`src/psec_pkg.sv`:
```
// Purpose: Shared constants for the PHY status and error counter bank.
// Assumes: AHB-Lite register access, 10 MHz device clock.
// Notes: Register indices are word indices; byte address is index times 4.
//
// Functional notes
// - Status bit 2 reports full (1) or half duplex.
// - Status bit 1 reports 10 (1) or 100 Mb/s.
// - Status bit 0 copies link; reads never clear it.
// - Link bit is 1 while any link exists.
// - False-carrier counter, 8 bits, counts each event.
// - False-carrier counter sticks at maximum until cleared.
// - Both counters read-only, clear on read, reset zero.
// - Counter bits 15:8 ignore writes, read zero.
// - Receive-error counter counts carriers with invalid symbols.
// - At most one count per carrier event.
// - No count for a carrier with collision.
// - Receive-error counter sticks at maximum count.
// - Receive-error latch sets on event, clears on read.
// - False-carrier latch sets on event, clears on read.
package psec_pkg;

  // Register word indices.
  localparam int unsigned PSEC_IDX_W = 8;
  localparam logic [7:0] PSEC_IDX_STATUS = 8'h10;
  localparam logic [7:0] PSEC_IDX_FC = 8'h14;
  localparam logic [7:0] PSEC_IDX_RX = 8'h15;

  // Field positions in the combined status register.
  localparam int unsigned PSEC_BIT_LINK = 0;
  localparam int unsigned PSEC_BIT_SPEED = 1;
  localparam int unsigned PSEC_BIT_DUPLEX = 2;
  localparam int unsigned PSEC_BIT_FC_LATCH = 11;
  localparam int unsigned PSEC_BIT_RX_LATCH = 13;

  // Counter shape and reset values.
  localparam int unsigned PSEC_CNT_W = 8;
  localparam logic [7:0] PSEC_CNT_MAX = 8'hff;
  localparam logic [7:0] PSEC_CNT_RST = 8'h00;
  localparam logic [7:0] PSEC_CNT_ONE = 8'h01;
  localparam logic [15:0] PSEC_REG_RST = 16'h0000;
  localparam logic [31:0] PSEC_RDATA_RST = 32'h0000_0000;
  localparam logic PSEC_HRESP_OKAY = 1'b0;

  // Pin vector layout for the input synchronisers.
  localparam int unsigned PSEC_SYNC_N = 7;
  localparam int unsigned PSEC_PIN_DUPLEX = 0;
  localparam int unsigned PSEC_PIN_SPEED = 1;
  localparam int unsigned PSEC_PIN_LINK = 2;
  localparam int unsigned PSEC_PIN_FC = 3;
  localparam int unsigned PSEC_PIN_CARRIER = 4;
  localparam int unsigned PSEC_PIN_SYMERR = 5;
  localparam int unsigned PSEC_PIN_COL = 6;

  // Carrier tracking states.
  typedef enum logic [1:0] {
    PSEC_ST_IDLE = 2'b01,
    PSEC_ST_CARRIER = 2'b10
  } psec_carrier_e;

endpackage

```
`src/psec_sat_counter.sv`:
```
// Purpose: Eight-bit saturating event counter with clear on read.
// Assumes: Increment and clear are single-cycle strobes on i_clk.
// Notes: An increment in the clearing cycle leaves the count at one.
`timescale 1ns/10ps
module psec_sat_counter
  import psec_pkg::*;
(
  input wire logic i_clk,
  input wire logic i_arst_n,
  input wire logic i_inc,
  input wire logic i_clr,
  output logic [PSEC_CNT_W-1:0] o_count
);

  logic [PSEC_CNT_W-1:0] next_count;

  ////////////////////////////////////////////////////////////////////////////
  // Next count: clear beats hold, but an event in the same cycle survives.
  always_comb begin
    next_count = o_count;
    if (i_clr) begin
      next_count = i_inc ? PSEC_CNT_ONE : PSEC_CNT_RST;
    end else if (i_inc && (o_count != PSEC_CNT_MAX)) begin
      next_count = PSEC_CNT_W'(o_count + PSEC_CNT_ONE);
    end
  end

  // Count register.
  always_ff @(posedge i_clk or negedge i_arst_n) begin
    if (!i_arst_n) begin
      o_count <= PSEC_CNT_RST;
    end else begin
      o_count <= next_count;
    end
  end
endmodule

```
`src/psec_rx_error_event.sv`:
```
// Purpose: Turns one carrier event into at most one receive-error pulse.
// Assumes: Inputs are already synchronised to i_clk.
// Notes: The pulse comes one cycle after carrier falls, so a collision
//   anywhere in the event can still veto it.
`timescale 1ns/10ps
module psec_rx_error_event
  import psec_pkg::*;
(
  input wire logic i_clk,
  input wire logic i_arst_n,
  input wire logic i_carrier,
  input wire logic i_sym_err,
  input wire logic i_collision,
  output logic o_event
);

  psec_carrier_e state, next_state;
  logic err_seen, next_err_seen;
  logic col_seen, next_col_seen;
  logic next_event;

  ////////////////////////////////////////////////////////////////////////////
  // Track errors and collisions across one carrier event.
  always_comb begin
    next_state = state;
    next_err_seen = err_seen;
    next_col_seen = col_seen;
    next_event = 1'b0;
    case (state)
      PSEC_ST_IDLE: begin
        if (i_carrier) begin
          next_state = PSEC_ST_CARRIER;
          next_err_seen = i_sym_err;
          next_col_seen = i_collision;
        end
      end
      PSEC_ST_CARRIER: begin
        if (i_carrier) begin
          next_err_seen = err_seen | i_sym_err;
          next_col_seen = col_seen | i_collision;
        end else begin
          next_state = PSEC_ST_IDLE;
          next_event = err_seen && !col_seen;
          next_err_seen = 1'b0;
          next_col_seen = 1'b0;
        end
      end
      default: begin
        next_state = PSEC_ST_IDLE;
        next_err_seen = 1'b0;
        next_col_seen = 1'b0;
      end
    endcase
  end

  // State and flag registers.
  always_ff @(posedge i_clk or negedge i_arst_n) begin
    if (!i_arst_n) begin
      state <= PSEC_ST_IDLE;
      err_seen <= 1'b0;
      col_seen <= 1'b0;
      o_event <= 1'b0;
    end else begin
      state <= next_state;
      err_seen <= next_err_seen;
      col_seen <= next_col_seen;
      o_event <= next_event;
    end
  end
endmodule

```
`src/psec_top.sv`:
```
// Purpose: Combined PHY status register and two clear-on-read counters.
// Assumes: AHB-Lite single word transfers; pins are asynchronous to i_clk.
// Notes: Zero wait states; writes anywhere are accepted and ignored.
//   Status bits trail their pins by two clocks of synchronisation, and
//   read data stands for exactly one cycle, the data phase of its read.
`timescale 1ns/10ps
module psec_top
  import psec_pkg::*;
(
  input wire logic i_clk,
  input wire logic i_arst_n,
  input wire logic i_hsel,
  input wire logic [31:0] i_haddr,
  input wire logic [1:0] i_htrans,
  input wire logic i_hwrite,
  input wire logic [2:0] i_hsize,
  input wire logic [31:0] i_hwdata,
  input wire logic i_hready,
  output logic [31:0] o_hrdata,
  output logic o_hreadyout,
  output logic o_hresp,
  input wire logic i_duplex_full,
  input wire logic i_speed_10,
  input wire logic i_link_up,
  input wire logic i_false_carrier,
  input wire logic i_carrier,
  input wire logic i_symbol_err,
  input wire logic i_collision
);

  ////////////////////////////////////////////////////////////////////////////
  // Declarations.
  logic [PSEC_SYNC_N-1:0] pin_raw;
  logic [PSEC_SYNC_N-1:0] sync1;
  logic [PSEC_SYNC_N-1:0] sync2;
  logic duplex_s, speed_s, link_s, fc_s, carrier_s, symerr_s, col_s;
  logic fc_prev, next_fc_prev;
  logic fc_inc, rx_inc;
  logic [PSEC_CNT_W-1:0] fc_count, rx_count;
  logic fc_latch, next_fc_latch;
  logic rx_latch, next_rx_latch;
  logic [PSEC_IDX_W-1:0] idx;
  logic rd_go, rd_fc, rd_rx;
  logic [15:0] status_val;
  logic [15:0] rd_val;
  logic [31:0] next_hrdata;

  ////////////////////////////////////////////////////////////////////////////
  // Input synchronisers. The first stage feeds only the second, so a
  // metastable sample never reaches decode or edge logic.
  // The price is two clocks of latency on every pin; the status word and
  // both event paths all see the pins through the same delay.
  assign pin_raw = {i_collision, i_symbol_err, i_carrier, i_false_carrier,
                    i_link_up, i_speed_10, i_duplex_full};

  genvar g;
  generate
    for (g = 0; g < PSEC_SYNC_N; g++) begin : g_sync
      always_ff @(posedge i_clk or negedge i_arst_n) begin
        if (!i_arst_n) begin
          sync1[g] <= 1'b0;
          sync2[g] <= 1'b0;
        end else begin
          sync1[g] <= pin_raw[g];
          sync2[g] <= sync1[g];
        end
      end
    end
  endgenerate

  // Named views of the synchronised pins.
  assign duplex_s = sync2[PSEC_PIN_DUPLEX];
  assign speed_s = sync2[PSEC_PIN_SPEED];
  assign link_s = sync2[PSEC_PIN_LINK];
  assign fc_s = sync2[PSEC_PIN_FC];
  assign carrier_s = sync2[PSEC_PIN_CARRIER];
  assign symerr_s = sync2[PSEC_PIN_SYMERR];
  assign col_s = sync2[PSEC_PIN_COL];

  ////////////////////////////////////////////////////////////////////////////
  // False-carrier events are rising edges of the synchronised indication.
  // A pulse shorter than one clock may be missed; the source must stretch.
  // Counting edges rather than levels keeps one long false carrier from
  // being counted once per clock.
  always_comb begin
    next_fc_prev = fc_s;
  end

  always_ff @(posedge i_clk or negedge i_arst_n) begin
    if (!i_arst_n) begin
      fc_prev <= 1'b0;
    end else begin
      fc_prev <= next_fc_prev;
    end
  end

  assign fc_inc = fc_s && !fc_prev;

  // Receive-error events, one per clean carrier with bad symbols.
  psec_rx_error_event u_rx_event (
    .i_clk(i_clk),
    .i_arst_n(i_arst_n),
    .i_carrier(carrier_s),
    .i_sym_err(symerr_s),
    .i_collision(col_s),
    .o_event(rx_inc)
  );

  ////////////////////////////////////////////////////////////////////////////
  // Bus decode. Reads clear at the address phase so the captured value is
  // exactly what was cleared; nothing counted after it is lost.
  // Only the word index is decoded; size and byte lanes are not checked,
  // so a narrow read still clears the whole counter. Decoding is gated
  // with hready so a stalled bus never clears a counter twice.
  assign idx = i_haddr[PSEC_IDX_W+1:2];
  assign rd_go = i_hsel && i_htrans[1] && i_hready && !i_hwrite;
  assign rd_fc = rd_go && (idx == PSEC_IDX_FC);
  assign rd_rx = rd_go && (idx == PSEC_IDX_RX);

  // Event counters.
  psec_sat_counter u_fc_count (
    .i_clk(i_clk),
    .i_arst_n(i_arst_n),
    .i_inc(fc_inc),
    .i_clr(rd_fc),
    .o_count(fc_count)
  );

  psec_sat_counter u_rx_count (
    .i_clk(i_clk),
    .i_arst_n(i_arst_n),
    .i_inc(rx_inc),
    .i_clr(rd_rx),
    .o_count(rx_count)
  );

  ////////////////////////////////////////////////////////////////////////////
  // Latch bits: the set wins over a clearing read in the same cycle.
  // An event that lands in the clearing cycle is thus still flagged after
  // the read, matching the counter, which restarts at one.
  always_comb begin
    next_fc_latch = fc_latch;
    next_rx_latch = rx_latch;
    if (rd_fc) begin
      next_fc_latch = 1'b0;
    end
    if (fc_inc) begin
      next_fc_latch = 1'b1;
    end
    if (rd_rx) begin
      next_rx_latch = 1'b0;
    end
    if (rx_inc) begin
      next_rx_latch = 1'b1;
    end
  end

  always_ff @(posedge i_clk or negedge i_arst_n) begin
    if (!i_arst_n) begin
      fc_latch <= 1'b0;
      rx_latch <= 1'b0;
    end else begin
      fc_latch <= next_fc_latch;
      rx_latch <= next_rx_latch;
    end
  end

  ////////////////////////////////////////////////////////////////////////////
  // Combined status word; reading it clears nothing.
  always_comb begin
    status_val = PSEC_REG_RST;
    status_val[PSEC_BIT_DUPLEX] = duplex_s;
    status_val[PSEC_BIT_SPEED] = speed_s;
    status_val[PSEC_BIT_LINK] = link_s;
    status_val[PSEC_BIT_FC_LATCH] = fc_latch;
    status_val[PSEC_BIT_RX_LATCH] = rx_latch;
  end

  // Read mux; counters sit in the low byte, upper bits are zero.
  always_comb begin
    rd_val = PSEC_REG_RST;
    case (idx)
      PSEC_IDX_STATUS: rd_val = status_val;
      PSEC_IDX_FC: rd_val = {8'h00, fc_count};
      PSEC_IDX_RX: rd_val = {8'h00, rx_count};
      default: rd_val = PSEC_REG_RST;
    endcase
    next_hrdata = rd_go ? {16'h0000, rd_val} : PSEC_RDATA_RST;
  end

  // Bus outputs, all registered. Always ready, always OKAY; writes are
  // dropped because every register here is read-only.
  // Ready is held low in reset so no transfer can start before the
  // counters and latches have left their reset state.
  always_ff @(posedge i_clk or negedge i_arst_n) begin
    if (!i_arst_n) begin
      o_hrdata <= PSEC_RDATA_RST;
      o_hreadyout <= 1'b0;
      o_hresp <= PSEC_HRESP_OKAY;
    end else begin
      o_hrdata <= next_hrdata;
      o_hreadyout <= 1'b1;
      o_hresp <= PSEC_HRESP_OKAY;
    end
  end
endmodule

```
`config.mk`:
```
export PLATFORM = sky130hd
export DESIGN_NAME = psec_top
export DESIGN_NICKNAME = d
export VERILOG_FILES = /design/src/psec_pkg.sv /design/src/psec_sat_counter.sv /design/src/psec_rx_error_event.sv /design/src/psec_top.sv
export SDC_FILE = /design/constraint.sdc
export NUM_CORES = 1
export LEC_CHECK = 0
export BUFFER_PORTS_ARGS = -buffer_cell sky130_fd_sc_hd__clkbuf_2
export CELL_PAD_IN_SITES_DETAIL_PLACEMENT = 1
export CELL_PAD_IN_SITES_GLOBAL_PLACEMENT = 1
export CORE_AREA = 2 2 85 87
export CTS_BUF_LIST = sky130_fd_sc_hd__clkbuf_4 sky130_fd_sc_hd__clkbuf_8
export CTS_CLUSTER_DIAMETER = 50
export DETAILED_ROUTE_END_ITERATION = 8
export DIE_AREA = 0 0 87 89
export GPL_ROUTABILITY_DRIVEN = 0
export HOLD_SLACK_MARGIN = 0.03
export PLACE_DENSITY_LB_ADDON = 0.1
export REMOVE_ABC_BUFFERS = 1
export SYNTH_ARGS = -nofsm -noshare
export SYNTH_HDL_FRONTEND = slang
export SYNTH_SLANG_ARGS = --single-unit
export TNS_END_PERCENT = 10
```
`constraint.sdc`:
```
create_clock -name i_clk -period 1.7 [get_ports i_clk]
set_clock_uncertainty 0.15 [all_clocks]
set_input_delay 0.17 -clock i_clk [delete_from_list [all_inputs] [get_ports i_clk]]
set_output_delay 0.17 -clock i_clk [all_outputs]
set_load 0.005 [all_outputs]
```
==> summary.md <==
The flow ran to the end, and the final reports show no timing, DRC or antenna violations. The die extent in x was 87 microns; the final critical-path setup slack was 0.0896 ns. Averaged over all synthesized cells, the footprint is 10.8 sq um. The type of destination of the critical path is a register. The number of antenna violations at the first check in global routing was 0; the clock transition at the registers of the reported paths was 0.10 ns.

The worst vdd rail ir drop is 0.450 mV, and the worst-skew pair later-pin latency is 0.31 ns. The placement-stage cell area was 0.00258 sq mm. On the final layout, the worst hold slack is 0.0843 ns. The pre-CTS setup slack was 0.0562 ns. Summing the areas of all compound-gate instances in the mapped netlist gives 9.05% of the synthesized area. The layout filler cell count was 769.

By area, the combinational part of the netlist is dominated by simple AND/OR/NAND/NOR gates. The number of setup buffers added after CTS is 0. The total count of hold-check failures in the final report came out at 0.

Counting flops with an async set or reset pin after synthesis yields a share of 100%. The max-slew violation count is 0, and the y dimension of the die is 89 microns. For this run, the leading register cell type out of synthesis is sky130_fd_sc_hd__dfrtp_1. Total power for the finished layout comes to 3.36 mW.

After Yosys synthesis, XOR and XNOR cells account for 1.54% of the synthesized area. The power per standard cell area was 1200 mW/mm^2. The fraction of layout cells with a size suffix above 1 works out to 25.2%. The tools report the root buffer selected by CTS as sky130_fd_sc_hd__clkbuf_8. The mapped netlist covers 0.00227 sq mm. The run gives 0.00279 sq mm as the final design area excluding fillers.

The via count of the first global-routing pass came out at 1637. In the final design database the tool counted 358 nets. Synthesis inferred 49 register bits.

The top-level port count came out at 115. The tools report the antenna diode count as 0. Setup violations remaining at the end of the flow were counted as 0. Once the floorplan was initialized, standard cells occupied 33.8% of the core.

For the maximum number of pins on one net before global-route repair, the log shows 50. Global routing consumed, over all layers together, 13.6% of the routing resources. After detailed routing, the average wire length per cell comes to 14.0 microns. The required time of the worst setup path is 1.76 ns. The type of the most critical hold path was in2reg. The logs give 2 for the H-tree depth and 1.35 nW for the leakage power total. The gate count of the mapped netlist is 210, and the violation count after the first detailed-routing iteration is 21.

The post-synthesis sequential area ratio was 54.1%; the share of synthesized cell area in full adder, half adder and majority cells was 2.21%. The number of distinct library cells after synthesis is 39, and the total grt overflow is 0. The smallest clock period supported by the final layout is computed as 1.61 ns. The final HPWL from detailed placement was 3.67 mm. The area enclosed by the die boundary was 0.00774 sq mm; the post-route clock period utilization was 94.7%.

The CTS buffer count was 5; the post-synthesis to final-layout area growth was 23.1%. The run gives 0 as the max-capacitance violation count. The tools report the sink count of the clock tree as 49. The path type of the worst setup path was reg2reg. TritonCTS built the clock tree. The tools report the row count as 30. The logs give 1664 for the number of vias in the routed layout and 0 for the post-detailed-route DRC marker count.

The number of antenna-violating nets in the routed design was 0. The wire length after detailed routing was 4.95 mm; the setup TNS was 0 ns. Yosys mapped a number of flops with a built-in enable equal to 0. Yosys printed 0 warnings.

For this run, the top clock speed supported by timing is 621 MHz. The number of buffers inserted by port buffering was 31; the highest net fanout along the worst path was 7. The logs give 2 for the maximum clock insertion buffer count and 0.00672 sq mm for the placeable core region. The share of cell area taken by muxes after synthesis came out at 4.91%. The simple logic cell fraction of the synthesized area works out to 17.8%. STA classifies the critical path startpoint as a register. Data arrives at the worst endpoint at 1.67 ns. The wire length of the first global-routing pass is 8.05 mm. After detailed routing, the number of vias per cell comes to 4.70. Setup repair after global routing left no endpoint under its margin. The number of iterations in the first detailed-routing pass was 4.
[sequential cells by signal (all words and copies together) (netlist names), 2 cells and up]
name and count:
u_rx_event.state 2, u_rx_count.o_count 8, o_hrdata 10, u_fc_count.o_count 8, sync1 7
[synth_stat cells, types with 2 or more instances]
master | n | share of area (%)
sky130_fd_sc_hd__a21oi_1 | 8 | 1.8
sky130_fd_sc_hd__xor2_1 | 4 | 1.5
sky130_fd_sc_hd__or3_1 | 2 | 0.55
sky130_fd_sc_hd__a211oi_1 | 2 | 0.66
sky130_fd_sc_hd__inv_1 | 8 | 1.3
sky130_fd_sc_hd__o211ai_1 | 3 | 0.99
sky130_fd_sc_hd__buf_2 | 2 | 0.44
sky130_fd_sc_hd__buf_4 | 25 | 8.3
sky130_fd_sc_hd__conb_1 | 2 | 0.33
sky130_fd_sc_hd__nand3_1 | 5 | 1.1
sky130_fd_sc_hd__and2_1 | 2 | 0.55
sky130_fd_sc_hd__nand3b_1 | 2 | 0.66
sky130_fd_sc_hd__nand2_1 | 10 | 1.7
sky130_fd_sc_hd__o21bai_1 | 3 | 0.99
sky130_fd_sc_hd__nand4_1 | 4 | 1.1
sky130_fd_sc_hd__ha_1 | 4 | 2.2
sky130_fd_sc_hd__a31oi_1 | 2 | 0.55
sky130_fd_sc_hd__mux2i_1 | 10 | 4.4
sky130_fd_sc_hd__nor2_1 | 25 | 4.1
sky130_fd_sc_hd__nor3_1 | 3 | 0.66
sky130_fd_sc_hd__nor4_1 | 4 | 1.1
sky130_fd_sc_hd__nor2b_1 | 5 | 1.4
sky130_fd_sc_hd__o21ai_0 | 7 | 1.5
sky130_fd_sc_hd__and4_1 | 4 | 1.5
sky130_fd_sc_hd__a22o_1 | 3 | 1.2
sky130_fd_sc_hd__dfrtp_1 | 48 | 53
[routing by layer]
metal / track usage [%] / up-vias / routed length [microns]
met2: 21.9 / 28 / 2430
met5: 0 / - / 0
met3: 3.05 / 6 / 149
met1: 18.4 / 828 / 2310
met4: 4.26 / 0 / 60
li1: - / 802 / -
[placed cells by master (no fill, tap or decap), drive strengths merged, types with 8 or more instances in the layout]
cell	Yosys	routed
a21oi	8	8
nand2	10	10
nor2	25	25
mux2i	10	10
inv	8	10
buf	27	22
dfrtp	48	48
o21ai	9	9
conb	2	24
dlygate4sd3	0	9
clkbuf	0	35
[logic make-up after synthesis]
family,Yosys count
buffers and inverters,35
flip-flops,49
XOR/XNOR,4
other,2
multiplexers,11
AND/OR/NAND/NOR,73
adder cells (fa/ha/maj),4
AO/OA/AOI/OAI,32
[area by class of cell]
class | instances | area (sq um) | area share, %
flip-flops and latches | 49 | 1230 | 44.0
multi-input cells | 148 | 903 | 32.3
repair buffers | 61 | 415 | 14.9
well taps | 80 | 100 | 3.58
clock buffers | 5 | 68.8 | 2.46
clock inverters | 3 | 47.5 | 1.70
inverters | 8 | 30.0 | 1.08
[power breakdown]
group          total, mW  switching, mW  internal (mW)
sequential          1.51          0.158           1.35
clock              0.878          0.429          0.449
combinational      0.970          0.527          0.444
[stage by stage]
stage               util (%)  instances
finish                  41.6        354
global route            41.6        354
CTS                     41.5        354
detailed placement      38.4        337
global placement        38.4        337
floorplan                  -        205
[worst paths after layout]
kind | startpoint | slack, ns | cells past startpoint | to
max | u_rx_event.state[0] | 0.09 | 4 | u_rx_event.state[1]
max reg2reg | u_rx_event.state[0] | 0.09 | 4 | u_rx_event.state[1]
min in group asynchronous | i_arst_n | 0.22 | 3 | u_rx_event.state[1]
max in group asynchronous | i_arst_n | 0.90 | 3 | u_rx_event.state[0]
min reg2reg | sync1[0] | 0.21 | 0 | duplex_s
min | i_haddr[4] | 0.08 | 3 | o_hrdata[3]
[timing repair]
item	in CTS	in global routing
hold buffers	9	0
hold endpoints to repair	57	0
endpoints found under the setup margin	0	5
resized for setup	0	4
[worst max-delay path, stage by stage, from the launching register on]
cell                      delay [ns]
sky130_fd_sc_hd__dfstp_2        0.56
sky130_fd_sc_hd__inv_1          0.05
sky130_fd_sc_hd__ha_1           0.28
sky130_fd_sc_hd__mux2_2         0.30
sky130_fd_sc_hd__a22o_1         0.18
Note: power is estimated with default switching activity, not from simulation.
